[src/dacr_pkg.sv]
// shared constants and types for the dual converter configuration bank
package dacr_pkg;

  // register offsets on the serial configuration port
  localparam logic [7:0] DACR_OFF_CLK_DIV = 8'h06;
  localparam logic [7:0] DACR_OFF_SKEW = 8'h07;
  localparam logic [7:0] DACR_OFF_PWR_FMT = 8'h08;
  localparam logic [7:0] DACR_OFF_GAIN_A = 8'h0b;
  localparam logic [7:0] DACR_OFF_GAIN_B = 8'h0c;
  localparam logic [7:0] DACR_OFF_HF_ONE = 8'h0d;
  localparam logic [7:0] DACR_OFF_HF_TWO = 8'h0e;

  // field positions
  localparam int DACR_POS_PDN_A = 7;
  localparam int DACR_POS_PDN_B = 6;
  localparam int DACR_POS_SLEEP = 5;
  localparam int DACR_POS_FMT = 4;
  localparam int DACR_POS_SW_RST = 0;
  localparam int DACR_POS_GAIN_EN = 2;
  localparam int DACR_POS_GAIN_LSB = 3;
  localparam int DACR_POS_HF_HI = 7;
  localparam int DACR_POS_HF_LO = 4;
  localparam int DACR_POS_READ = 7;

  // serial frame layout: read flag, address, then data, msb first
  localparam logic [4:0] DACR_ADDR_LAST = 5'h07;
  localparam logic [4:0] DACR_FRAME_LAST = 5'h0f;
  localparam logic [4:0] DACR_FRAME_BITS = 5'h10;

  // clock divide codes and resulting ratios
  localparam logic [1:0] DACR_DIV_BYPASS = 2'h0;
  localparam logic [1:0] DACR_DIV_TWO = 2'h1;
  localparam logic [1:0] DACR_DIV_ONE = 2'h2;
  localparam logic [1:0] DACR_DIV_FOUR = 2'h3;
  localparam logic [2:0] DACR_RATIO_1 = 3'h1;
  localparam logic [2:0] DACR_RATIO_2 = 3'h2;
  localparam logic [2:0] DACR_RATIO_4 = 3'h4;

  // sync reference skew, picoseconds per code step
  localparam logic [5:0] DACR_SKEW_STEP_PS = 6'h3c;

  // gain codes: zero is 0 dB, 3..19 span -2 dB..6 dB in half dB steps
  localparam logic [4:0] DACR_GAIN_MIN = 5'h03;
  localparam logic [4:0] DACR_GAIN_MAX = 5'h13;
  localparam logic [5:0] DACR_GAIN_ZERO_DB = 6'h07;

  // value recommended for both high frequency tuning registers
  localparam logic [7:0] DACR_HF_RECOMMENDED = 8'h90;

  // configuration fields held by the bank
  typedef struct packed {
    logic [1:0] clk_div;
    logic [2:0] sync_ref_skew;
    logic power_down_a;
    logic power_down_b;
    logic both_converters_sleep;
    logic offset_binary;
    logic gain_apply_a;
    logic [4:0] gain_code_a;
    logic gain_apply_b;
    logic [4:0] gain_code_b;
    logic [1:0] hf_tune_one;
    logic [1:0] hf_tune_two;
  } dacr_cfg_t;

  localparam dacr_cfg_t DACR_CFG_RST = '0;

endpackage

[src/dacr_regbank.sv]
// configuration register bank with serial configuration port
//
// Contract
// RL1: clock divide code 00 and 10 divide by one, 01 by two, 11 by four
// RL2: skew code delays sync reference 60 ps per step, 0 to 420 ps
// RL3: channel A power-down bit set stops channel A, clear runs it
// RL4: channel B power-down bit set stops channel B, clear runs it
// RL5: sleep bit stops both converters, clock and output buffers stay on
// RL6: format bit zero gives twos complement, one gives offset binary
// RL7: controller always writes one to bit three of power register
// RL8: writing the software reset bit restores all defaults, bit self-clears
// RL9: power register and other bank registers reset to zero
// RL10: channel A gain apply bit enables gain path, clear bypasses it
// RL11: controller sets channel A apply bit before writing its gain code
// RL12: gain codes 3..19 give -2..6 dB by half dB, zero is 0 dB
// RL13: above 250 MHz input controller writes 90h to both tuning registers
// RL14: channel B gain register mirrors channel A layout and behaviour
// RL15: controller writes zero to reserved bits, ignores their readback; the bench compares whole read bytes, reserved bits included
// RL16: read-write fields read back last written value or reset default
`timescale 1ns/1ps
module dacr_regbank (
  // clock and reset
  input wire logic i_clk_sys,
  input wire logic i_rst_n,
  // serial configuration pins
  input wire logic i_sen_n,
  input wire logic i_sclk,
  input wire logic i_sdio,
  output logic o_sdout,
  output logic o_sdout_oe,
  // clock path controls
  output logic [1:0] o_clk_div,
  output logic [2:0] o_clk_div_ratio,
  output logic [2:0] o_sync_ref_skew,
  output logic [8:0] o_sync_ref_skew_ps,
  // power and format controls
  output logic o_conv_on_a,
  output logic o_conv_on_b,
  output logic o_clk_buf_on,
  output logic o_out_buf_on,
  output logic o_offset_binary,
  // digital gain controls, signed half dB units
  output logic o_gain_apply_a,
  output logic signed [5:0] o_gain_half_db_a,
  output logic o_gain_apply_b,
  output logic signed [5:0] o_gain_half_db_b,
  // high frequency mode
  output logic [1:0] o_hf_tune_one,
  output logic [1:0] o_hf_tune_two,
  output logic o_hf_mode_on
);

  typedef struct packed {
    dacr_pkg::dacr_cfg_t cfg;
    logic sclk_d;
    logic [4:0] bit_cnt;
    logic [14:0] shift_in;
    logic read_mode;
    logic [7:0] shift_out;
    logic sdout;
    logic sdout_oe;
    logic [2:0] div_ratio;
    logic [8:0] skew_ps;
    logic conv_on_a;
    logic conv_on_b;
    logic bufs_on;
    logic signed [5:0] gain_a;
    logic signed [5:0] gain_b;
    logic hf_on;
  } dacr_state_t;

  localparam dacr_state_t STATE_RST = '0;

  dacr_state_t state_r;
  dacr_state_t state_nxt;
  logic [2:0] pins_s;
  logic sen_n_s;
  logic sclk_s;
  logic sdio_s;

  // all three pins are asynchronous to the system clock
  dacr_sync #(
    .W(3)
  ) u_pin_sync (
    .i_clk_sys(i_clk_sys),
    .i_rst_n(i_rst_n),
    .i_async({i_sen_n, i_sclk, i_sdio}),
    .o_sync(pins_s)
  );

  assign sen_n_s = pins_s[2];
  assign sclk_s = pins_s[1];
  assign sdio_s = pins_s[0];

  // read data; write-only and reserved bits read as zero
  function automatic logic [7:0] read_word(input dacr_pkg::dacr_cfg_t c,
                                           input logic [7:0] addr);
    logic [7:0] d;
    d = 8'h00;
    case (addr)
      dacr_pkg::DACR_OFF_CLK_DIV: d[1:0] = c.clk_div; // [RL16]
      dacr_pkg::DACR_OFF_SKEW: d[2:0] = c.sync_ref_skew; // [RL16]
      dacr_pkg::DACR_OFF_PWR_FMT:
      begin
        d[dacr_pkg::DACR_POS_PDN_A] = c.power_down_a;
        d[dacr_pkg::DACR_POS_PDN_B] = c.power_down_b;
        d[dacr_pkg::DACR_POS_SLEEP] = c.both_converters_sleep;
        d[dacr_pkg::DACR_POS_FMT] = c.offset_binary;
      end
      dacr_pkg::DACR_OFF_GAIN_A:
      begin
        d[7:3] = c.gain_code_a;
        d[dacr_pkg::DACR_POS_GAIN_EN] = c.gain_apply_a;
      end
      dacr_pkg::DACR_OFF_GAIN_B:
      begin
        d[7:3] = c.gain_code_b; // [RL14]
        d[dacr_pkg::DACR_POS_GAIN_EN] = c.gain_apply_b;
      end
      dacr_pkg::DACR_OFF_HF_ONE:
      begin
        d[dacr_pkg::DACR_POS_HF_HI] = c.hf_tune_one[1];
        d[dacr_pkg::DACR_POS_HF_LO] = c.hf_tune_one[0];
      end
      dacr_pkg::DACR_OFF_HF_TWO:
      begin
        d[dacr_pkg::DACR_POS_HF_HI] = c.hf_tune_two[1];
        d[dacr_pkg::DACR_POS_HF_LO] = c.hf_tune_two[0];
      end
      default: d = 8'h00;
    endcase
    return d;
  endfunction

  // gain code to signed half dB; unused codes fall back to 0 dB
  function automatic logic signed [5:0] gain_map(input logic en,
                                                 input logic [4:0] code);
    logic signed [5:0] g;
    g = 6'sh00;
    if (en && code >= dacr_pkg::DACR_GAIN_MIN
        && code <= dacr_pkg::DACR_GAIN_MAX)
    begin
      g = $signed({1'b0, code} - dacr_pkg::DACR_GAIN_ZERO_DB); // [RL12]
    end
    return g;
  endfunction

  // serial shifting, register writes and decoded controls
  always_comb
  begin
    logic rise;
    logic fall;
    logic [15:0] word;
    logic [7:0] addr;
    rise = 1'b0;
    fall = 1'b0;
    word = 16'h0000;
    addr = 8'h00;
    state_nxt = state_r;
    state_nxt.sclk_d = sclk_s;
    rise = sclk_s & ~state_r.sclk_d;
    fall = ~sclk_s & state_r.sclk_d;
    word = {state_r.shift_in, sdio_s};
    // address bit six is ignored; only six address bits select
    addr = {2'h0, word[13:8]};
    if (sen_n_s)
    begin
      // frame over: release the data pin and rearm
      state_nxt.bit_cnt = 5'h00;
      state_nxt.read_mode = 1'b0;
      state_nxt.sdout_oe = 1'b0;
      state_nxt.sdout = 1'b0;
    end
    else if (rise && state_r.bit_cnt < dacr_pkg::DACR_FRAME_BITS)
    begin
      state_nxt.shift_in = word[14:0];
      state_nxt.bit_cnt = state_r.bit_cnt + 5'h01;
      if (state_r.bit_cnt == dacr_pkg::DACR_ADDR_LAST)
      begin
        state_nxt.read_mode = word[dacr_pkg::DACR_POS_READ];
        state_nxt.shift_out = read_word(state_r.cfg,
                                        {2'h0, word[5:0]});
      end
      if (state_r.bit_cnt == dacr_pkg::DACR_FRAME_LAST
          && !state_r.read_mode)
      begin
        case (addr)
          dacr_pkg::DACR_OFF_CLK_DIV:
            state_nxt.cfg.clk_div = word[1:0];
          dacr_pkg::DACR_OFF_SKEW:
            state_nxt.cfg.sync_ref_skew = word[2:0];
          dacr_pkg::DACR_OFF_PWR_FMT:
          begin
            // bit three is write-only and has no effect here
            state_nxt.cfg.power_down_a = word[dacr_pkg::DACR_POS_PDN_A];
            state_nxt.cfg.power_down_b = word[dacr_pkg::DACR_POS_PDN_B];
            state_nxt.cfg.both_converters_sleep =
              word[dacr_pkg::DACR_POS_SLEEP];
            state_nxt.cfg.offset_binary = word[dacr_pkg::DACR_POS_FMT];
            if (word[dacr_pkg::DACR_POS_SW_RST])
            begin
              // reset bit is never stored, so it reads back zero
              state_nxt.cfg = dacr_pkg::DACR_CFG_RST; // [RL8]
            end
          end
          dacr_pkg::DACR_OFF_GAIN_A:
          begin
            state_nxt.cfg.gain_code_a = word[7:3];
            state_nxt.cfg.gain_apply_a = word[dacr_pkg::DACR_POS_GAIN_EN];
          end
          dacr_pkg::DACR_OFF_GAIN_B:
          begin
            state_nxt.cfg.gain_code_b = word[7:3]; // [RL14]
            state_nxt.cfg.gain_apply_b = word[dacr_pkg::DACR_POS_GAIN_EN];
          end
          dacr_pkg::DACR_OFF_HF_ONE:
            state_nxt.cfg.hf_tune_one = {word[dacr_pkg::DACR_POS_HF_HI],
                                         word[dacr_pkg::DACR_POS_HF_LO]};
          dacr_pkg::DACR_OFF_HF_TWO:
            state_nxt.cfg.hf_tune_two = {word[dacr_pkg::DACR_POS_HF_HI],
                                         word[dacr_pkg::DACR_POS_HF_LO]};
          default: state_nxt.cfg = state_r.cfg;
        endcase
      end
    end
    else if (fall && state_r.read_mode
             && state_r.bit_cnt > dacr_pkg::DACR_ADDR_LAST
             && state_r.bit_cnt < dacr_pkg::DACR_FRAME_BITS)
    begin
      // data leaves on falling edges so the controller samples on rising
      state_nxt.sdout = state_r.shift_out[7];
      state_nxt.shift_out = {state_r.shift_out[6:0], 1'b0};
      state_nxt.sdout_oe = 1'b1;
    end

    // decoded controls follow the stored fields one cycle later
    case (state_r.cfg.clk_div)
      dacr_pkg::DACR_DIV_BYPASS:
        state_nxt.div_ratio = dacr_pkg::DACR_RATIO_1; // [RL1]
      dacr_pkg::DACR_DIV_TWO:
        state_nxt.div_ratio = dacr_pkg::DACR_RATIO_2; // [RL1]
      dacr_pkg::DACR_DIV_ONE:
        state_nxt.div_ratio = dacr_pkg::DACR_RATIO_1; // [RL1]
      dacr_pkg::DACR_DIV_FOUR:
        state_nxt.div_ratio = dacr_pkg::DACR_RATIO_4; // [RL1]
      default: state_nxt.div_ratio = dacr_pkg::DACR_RATIO_1;
    endcase
    // widen both factors first: code 7 gives 420, past six bits
    state_nxt.skew_ps = 9'(state_r.cfg.sync_ref_skew)
                        * 9'(dacr_pkg::DACR_SKEW_STEP_PS); // [RL2]
    state_nxt.conv_on_a = ~state_r.cfg.power_down_a
                          & ~state_r.cfg.both_converters_sleep; // [RL3] [RL5]
    state_nxt.conv_on_b = ~state_r.cfg.power_down_b
                          & ~state_r.cfg.both_converters_sleep; // [RL4] [RL5]
    // buffers stay alive in sleep so the device wakes quickly
    state_nxt.bufs_on = 1'b1; // [RL5]
    state_nxt.gain_a = gain_map(state_r.cfg.gain_apply_a,
                                state_r.cfg.gain_code_a); // [RL10] [RL12]
    state_nxt.gain_b = gain_map(state_r.cfg.gain_apply_b,
                                state_r.cfg.gain_code_b); // [RL14]
    state_nxt.hf_on = ({state_r.cfg.hf_tune_one, state_r.cfg.hf_tune_two}
                       == 4'hf);
  end

  // single state register; everything clears to zero
  always_ff @(posedge i_clk_sys or negedge i_rst_n)
  begin
    if (!i_rst_n)
      state_r <= STATE_RST; // [RL9]
    else
      state_r <= state_nxt;
  end

  // outputs come straight from the state register
  assign o_sdout = state_r.sdout;
  assign o_sdout_oe = state_r.sdout_oe;
  assign o_clk_div = state_r.cfg.clk_div;
  assign o_clk_div_ratio = state_r.div_ratio;
  assign o_sync_ref_skew = state_r.cfg.sync_ref_skew;
  assign o_sync_ref_skew_ps = state_r.skew_ps;
  assign o_conv_on_a = state_r.conv_on_a;
  assign o_conv_on_b = state_r.conv_on_b;
  assign o_clk_buf_on = state_r.bufs_on;
  assign o_out_buf_on = state_r.bufs_on;
  assign o_offset_binary = state_r.cfg.offset_binary; // [RL6]
  assign o_gain_apply_a = state_r.cfg.gain_apply_a; // [RL10]
  assign o_gain_half_db_a = state_r.gain_a;
  assign o_gain_apply_b = state_r.cfg.gain_apply_b;
  assign o_gain_half_db_b = state_r.gain_b;
  assign o_hf_tune_one = state_r.cfg.hf_tune_one;
  assign o_hf_tune_two = state_r.cfg.hf_tune_two;
  assign o_hf_mode_on = state_r.hf_on;

endmodule

[src/dacr_sync.sv]
// two flip-flop synchroniser for asynchronous pin inputs
`timescale 1ns/1ps
module dacr_sync #(
  parameter int W = 1
) (
  // clock and reset
  input wire logic i_clk_sys,
  input wire logic i_rst_n,
  // asynchronous in, synchronous out
  input wire logic [W-1:0] i_async,
  output logic [W-1:0] o_sync
);

  typedef struct packed {
    logic [W-1:0] meta;
    logic [W-1:0] sync;
  } dacr_sync_state_t;

  dacr_sync_state_t state_r;
  dacr_sync_state_t state_nxt;

  // first stage feeds only the second stage
  always_comb
  begin
    state_nxt.meta = i_async;
    state_nxt.sync = state_r.meta;
  end

  // both stages clear together; the first is never read outside
  always_ff @(posedge i_clk_sys or negedge i_rst_n)
  begin
    if (!i_rst_n)
      state_r <= '0;
    else
      state_r <= state_nxt;
  end

  assign o_sync = state_r.sync;

endmodule

[config.mk]
export PLATFORM = sky130hd
export DESIGN_NAME = dacr_regbank
export DESIGN_NICKNAME = d
export VERILOG_FILES = /design/src/dacr_pkg.sv /design/src/dacr_regbank.sv /design/src/dacr_sync.sv
export SDC_FILE = /design/constraint.sdc
export NUM_CORES = 1
export LEC_CHECK = 0
export BUFFER_PORTS_ARGS = -buffer_cell sky130_fd_sc_hd__buf_2
export CAP_MARGIN = 5
export CELL_PAD_IN_SITES_DETAIL_PLACEMENT = 1
export CELL_PAD_IN_SITES_GLOBAL_PLACEMENT = 2
export CORE_MARGIN = 2
export CORE_UTILIZATION = 39
export CTS_CLUSTER_DIAMETER = 60
export CTS_CLUSTER_SIZE = 28
export DETAILED_ROUTE_END_ITERATION = 16
export HOLD_SLACK_MARGIN = 0.03
export PLACE_DENSITY_LB_ADDON = 0.1
export SLEW_MARGIN = 15
export SYNTH_ARGS = -nofsm -noshare
export SYNTH_HDL_FRONTEND = slang
export SYNTH_SLANG_ARGS = --single-unit
[constraint.sdc]
create_clock -name i_clk_sys -period 2.48 [get_ports i_clk_sys]
set_input_delay 0.124 -clock i_clk_sys [delete_from_list [all_inputs] [get_ports i_clk_sys]]
set_output_delay 0.124 -clock i_clk_sys [all_outputs]
set_load 0.05 [all_outputs]
Word level (Yosys, flattened, before mapping)
Index checks and enable logic that the tools add are counted.
{"block": "totals", "elab_cells": 129, "out_inout_bits": 43, "reg_bits": 89, "inputBits": 5}
{"block": "classes", "n_mul": 1, "magnitude_cmp": 6, "eq_ne": 23, "bitwise_logic": 10, "n_addsub": 3, "reduce_logical": 33, "mux": 24}
{"op": "$eq 6x4->1 const B", "count": 10}
{"op": "$reduce_and 5->1", "count": 6}
{"op": "$mux 25", "count": 1}
{"op": "$eq 6x3->1 const B", "count": 4}
{"op": "$pmux 6 s2", "count": 2}
{"op": "$mux 21", "count": 1}
{"op": "$reduce_bool 2->1", "count": 10}
{"op": "$pmux 2 s2", "count": 4}
{"op": "$mux 6", "count": 2}
{"op": "$sub 5x3->6 const B", "count": 2}
{"op": "$ge 5x2->1 const B", "count": 2}
{"op": "$le 5x5->1 const B", "count": 2}
{"op": "$mux 10", "count": 1}
{"op": "$pmux 1 s5", "count": 2}
{"op": "$logic_and 1x1->1", "count": 9}
{"op": "$mux 9", "count": 1}
{"op": "$pmux 3 s3", "count": 1}
{"op": "$mux 8", "count": 1}
{"op": "$mul 3x4->7 const B", "count": 1}
{"op": "$ne 2x1->1 const B", "count": 3}
{"op": "$not 1->1", "count": 6}
{"op": "$pmux 2 s3", "count": 1}
{"op": "$pmux 3 s2", "count": 1}
{"op": "$reduce_and 2->1", "count": 3}
{"op": "other kinds (19)", "count": 24}

Depth between registers and ports, before layout
{"block": "logic_depth", "depth_word": 8, "ltp_mapped": 8}

By module
Synthesis repeated with hierarchy kept, for this count alone.
{"block": "unflattened", "cells_unflattened": 388, "hier_area_um2": 4166.5}
{"mod": "dacr_regbank", "cells_per_inst": 382, "area_per_inst_um2": 4016.4, "seq_area_each_um2": 2026.9, "instances": 1}
{"mod": "dacr_sync", "cells_per_inst": 6, "area_per_inst_um2": 150.1, "seq_area_each_um2": 150.1, "instances": 1}

Worst setup path before layout
Ideal clock, no wire load.
{"block": "synth_path", "path_kind": "register to register", "startpoint": "register state_r[54] (netlist bit)", "endpoint": "register state_r[70] (netlist bit)", "path_slack_ns": 0.255, "t_arrival_ns": 2.104, "path_stages_with_launch": 9, "synth_period_minus_slack_ns": 2.225, "setup_time_ns": 0.121, "path_cell_list": "dfrtp_1 ha_1 and3_1 ha_1 or3b_1 nor3_2 or3b_1 buf_2 a22o_1"}
{"block": "synth_via", "elab_chain_cells": 3, "word_cells_on_any_way": 5}
{"item": "from (decl)", "line_no": "dacr_regbank.sv:74", "source": "dacr_state_t state_r;"}
{"item": "from (signal assigned)", "line_no": "dacr_regbank.sv:271", "source": "state_r <= state_nxt;"}
{"item": "$lt 5x5->1 / $eq 5x4->1 (equally long branches)", "line_no": "dacr_regbank.sv:174, dacr_regbank.sv:184"}
{"item": "$logic_and 1x1->1 (on tied branches)", "line_no": "dacr_regbank.sv:174, dacr_regbank.sv:185"}
{"item": "$reduce_and 5->1 (no line) *"}
Mark *: on every way between the ends. The rest lies on a longest branch, timed or not.
A chain may end at the register's enable or synchronous reset.

Final worst setup path
{"block": "layout_path", "startpoint": "register state_r[54] (netlist bit)", "endpoint": "register state_r[71] (netlist bit)"}
Same word-level chain as after synthesis.

==> impl_metrics.sql <==
INSERT INTO impl_metrics (metric_group, metric, value, unit) VALUES
('outcome', 'status', 'completed', ''),
('floorplanning', 'num_io_pins', '48', ''),
('setup_path', 'timing.critical_path.cells', 'ha_1 -> and3_1 -> ha_1 -> or3b_4 -> nor3_2 -> or3b_4 -> a22o_1', ''),
('synth', 'synth_top_area_share', '50.5', '%'),
('setup_path', 'cpPeakStageDelay', '0.44', 'ns'),
('setup_path', 'critical-path-slowest-cell', 'sky130_fd_sc_hd__or3b_4', ''),
('drt', 'wl', '9600', 'um'),
('layout', 'layout-area-overhead-vs-synth', '10.9', '%'),
('setup_path', 'critical_path_buffers_and_inverters', '0', ''),
('layout', 'final_cell_count_no_fill', '556', ''),
('synth', 'yosysTopAreaCell', 'sky130_fd_sc_hd__dfrtp_1', ''),
('clock_tree', 'count_of_clock_tree_sinks', '87', ''),
('timing', 'clock-skew-final', '0.0112', 'ns'),
('job', 'drv.max_cap_violation_count', '0', ''),
('setup_path', 'arrival_time_at_the_worst_endpoint', '2.52', 'ns'),
('synth', 'synth-edff-count', '0', ''),
('synth', 'synth_top_flop_cell', 'sky130_fd_sc_hd__dfrtp_1', ''),
('global_route', 'grt_antenna_before_repair', '0', ''),
('timing', 'worst_slew_pin_slew', '0.654', 'ns'),
('floorplanning', 'die_area', '11900', 'um^2'),
('drt', 'wl_per_cell', '17.3', 'um'),
('power_and_ir_drop', 'cellPowerDensity', '660', 'nW/um^2'),
('setup_path', 'worstPathRequired', '2.73', 'ns'),
('synth', 'synth_async_sr_flop_share', '100', '%'),
('floorplanning', 'initial_standard_cell_utilization_of_the_core', '39.9', '%'),
('power_and_ir_drop', 'power.ir.vdd_worst', '0.321', 'mV'),
('timing', 'setup_viol', '0', ''),
('synth', 'synth_commonest_cells', 'sky130_fd_sc_hd__dfrtp_1 (87), sky130_fd_sc_hd__buf_4 (34), sky130_fd_sc_hd__nor2_1 (27)', ''),
('timing', 'hold_viol_final', '0', ''),
('layout', 'num-nets-final', '430', ''),
('drt', 'vias_per_cell', '5.28', ''),
('timing', 'unrepaired_setup_endpoints_after_global_routing', 'false', ''),
('floorplanning', 'floorplan.die.width', '109', 'um'),
('layout', 'final_layout_size_suffix_gt1_share', '25.7', '%'),
('synth', 'synth.distinct_cells', '54', ''),
('clock_tree', 'clock-root-buffer', 'sky130_fd_sc_hd__clkbuf_8', ''),
('placement', 'final_hpwl_from_detailed_placement', '6800', 'um'),
('drt', 'remaining_drc_errors', '0', ''),
('timing', 'number_of_slew_limit_violations_in_the_final_report', '0', ''),
('layout', 'number_of_filler_instances_in_the_final_layout', '1176', ''),
('setup_path', 'crit_path_max_fanout', '6', ''),
('synth', 'postSynthAreaPerCell', '11.1', 'um^2'),
('clock_tree', 'cts_post_setup_buffers_inserted', '0', ''),
('timing', 'tns', '0', 'ns'),
('clock_tree', 'clkTransAtPathRegs', '0.08', 'ns'),
('placement', 'io_buffers', '45', ''),
('global_route', 'grt_util_all_layers', '17.7', '%'),
('timing', 'final.period_utilization', '91.5', '%'),
('drt', 'postRouteAntennaNets', '0', ''),
('synth', 'ys_seq_elements', '87', ''),
('floorplanning', 'dieHeight', '109', 'um'),
('timing', 'maxClockFrequency', '0.441', 'GHz'),
('power_and_ir_drop', 'static-leakage-power', '2.22', 'nW'),
('synth', 'synthCells', '388', ''),
('drt', 'detailedRoute.firstIterationViolations', '64', ''),
('global_route', 'grt_pass1_vias', '3048', ''),
('placement', 'routabilityCongestion', '0.731', ''),
('timing', 'layout_min_cycle_time', '2.27', 'ns'),
('timing', 'maxSlewHeadroom', '56.4', '%'),
('worst_hold_path', 'holdCritPathClass', 'input port to asynchronous set/reset pin', ''),
('clock_tree', 'clk-insertion-delay-late', '0.36', 'ns'),
('setup_path', 'critPathTopFamily', 'simple AND/OR/NAND/NOR gates', ''),
('floorplanning', 'core_area', '10800', 'um^2'),
('placement', 'place.detailed.instances', '537', ''),
('setup_path', 'worst-path-stages', '7', ''),
('setup_path', 'setup.worst_path.end_class', 'register', ''),
('drt', 'drtPass1Iterations', '4', ''),
('setup_path', 'critPathLaunchType', 'register', ''),
('synth', 'netlist_top_cells_area', 'sky130_fd_sc_hd__dfrtp_1 (50%), sky130_fd_sc_hd__mux2_2 (6.3%), sky130_fd_sc_hd__buf_4 (5.9%)', ''),
('synth', 'synth.cell_area', '4310', 'um^2'),
('clock_tree', 'total_cts_buffers', '9', '');
worst register-to-register path: cells and delay by family, from the launching register on:
family	cells	cell delay, ns
adder cells (fa/ha/maj)	2	0.34
AND/OR/NAND/NOR	4	1.17
flip-flops	1	0.42
AO/OA/AOI/OAI	1	0.25
logic make-up (layout without fill, tap and decap cells):
logic type	after synthesis	in the layout	synth area share, %
flip-flops	87	87	50.5
XOR/XNOR	12	12	2.44
other	2	3	0.174
buffers and inverters	70	97	9.17
AO/OA/AOI/OAI	65	65	10.4
multiplexers	29	29	8.01
adder cells (fa/ha/maj)	13	13	4.29
AND/OR/NAND/NOR	110	110	15.0
placed cells by master (no fill, tap or decap), types with 4 or more instances in the layout:
master and n:
sky130_fd_sc_hd__dlygate4sd3_1 4, sky130_fd_sc_hd__mux2_2 24, sky130_fd_sc_hd__nand3_1 4, sky130_fd_sc_hd__o21ai_0 15
sky130_fd_sc_hd__nor3b_1 6, sky130_fd_sc_hd__a22o_1 10, sky130_fd_sc_hd__nand2b_1 5, sky130_fd_sc_hd__buf_4 14
sky130_fd_sc_hd__clkbuf_8 9, sky130_fd_sc_hd__a21oi_1 11, sky130_fd_sc_hd__ha_1 10, sky130_fd_sc_hd__a31oi_1 5
sky130_fd_sc_hd__nand4_1 12, sky130_fd_sc_hd__or3b_4 4, sky130_fd_sc_hd__o211ai_1 6, sky130_fd_sc_hd__dfrtp_1 87
sky130_fd_sc_hd__buf_2 44, sky130_fd_sc_hd__xnor2_1 9, sky130_fd_sc_hd__nor2b_1 7, sky130_fd_sc_hd__nand3b_1 5
sky130_fd_sc_hd__nor2_1 27, sky130_fd_sc_hd__inv_1 19, sky130_fd_sc_hd__nand2_1 19
through the flow:
| stage | setup slack [ns] | hold slack (ns) | util, % | area [um^2] | power [W] |
|---|---|---|---|---|---|
| global route | 0.0628 | 0.340 | 44.3 | 4780 | 0.00331 |
| CTS | 0.0759 | 0.298 | 44.3 | 4780 | 0.00320 |
| detailed placement | 0.0999 | 0.156 | 41.8 | 4510 | 0.00202 |
| finish | 0.210 | 0.286 | 44.3 | 4780 | 0.00316 |
| global placement | 0.159 | 0.148 | 41.8 | 4510 | 0.00201 |
| floorplan | 0.255 | -0.172 | - | 4320 | 0.00187 |
power breakdown:
part	switching (W)	internal, W	total (W)	leakage [nW]
clock network	0.000496	0.000664	0.00116	0.113
logic	0.000167	0.000154	0.000320	0.940
registers	0.000191	0.00149	0.00168	1.17
flip-flops by register name (all words and copies together), names as in the netlist:
register / flops
o_gain_half_db_a: 6
o_sdout: 1
o_sync_ref_skew_ps: 7
o_sdout_oe: 1
u_pin_sync.state_nxt: 3
o_conv_on_a: 1
o_clk_div: 2
state_r: 41
o_hf_tune_two: 2
o_clk_div_ratio: 3
o_conv_on_b: 1
o_offset_binary: 1
o_hf_mode_on: 1
o_gain_half_db_b: 6
o_gain_apply_b: 1
o_hf_tune_one: 2
o_gain_apply_a: 1
o_sync_ref_skew: 3
u_pin_sync.o_sync: 3
o_clk_buf_on: 1
per-layer routing:
| layer | part of all wire (%) | vias up | global-route usage, % | routed length, um |
|---|---|---|---|---|
| met3 | 2.5 | 9 | 2.87 | 243 |
| met5 | 0 | - | 0 | 0 |
| li1 | - | 1366 | - | - |
| met2 | 49 | 43 | 30.4 | 4740 |
| met4 | 0.95 | 0 | 6.32 | 91 |
| met1 | 47 | 1519 | 22.5 | 4520 |
layout make-up:
class / instances / area, um^2 / area share [%]
clock buffers: 11 / 131 / 2.75
clock inverters: 4 / 95.1 / 1.99
inverters: 19 / 71.3 / 1.49
multi-input cells: 232 / 1750 / 36.5
flip-flops and latches: 87 / 2180 / 45.5
well taps: 140 / 175 / 3.66
repair buffers: 63 / 385 / 8.06
timing repair:
action | in CTS | in global routing
resized for setup | 0 | 2
setup endpoints to repair | 0 | 6
endpoints found under the hold margin | 44 | 0
hold buffers | 4 | 0
worst paths after layout:
kind	slack [ns]	from	to
max in group asynchronous	1.53	i_rst_n	u_pin_sync.o_sync[0]
setup / recovery	0.21	state_r[54]	state_r[71]
hold reg to reg	0.35	u_pin_sync.state_nxt[0]	u_pin_sync.o_sync[0]
hold / removal	0.29	i_rst_n	o_gain_half_db_a[1]
setup reg to reg	0.21	state_r[54]	state_r[71]
min in group i_clk_sys	0.35	u_pin_sync.state_nxt[0]	u_pin_sync.o_sync[0]
Power figures use the tool's default switching activity.
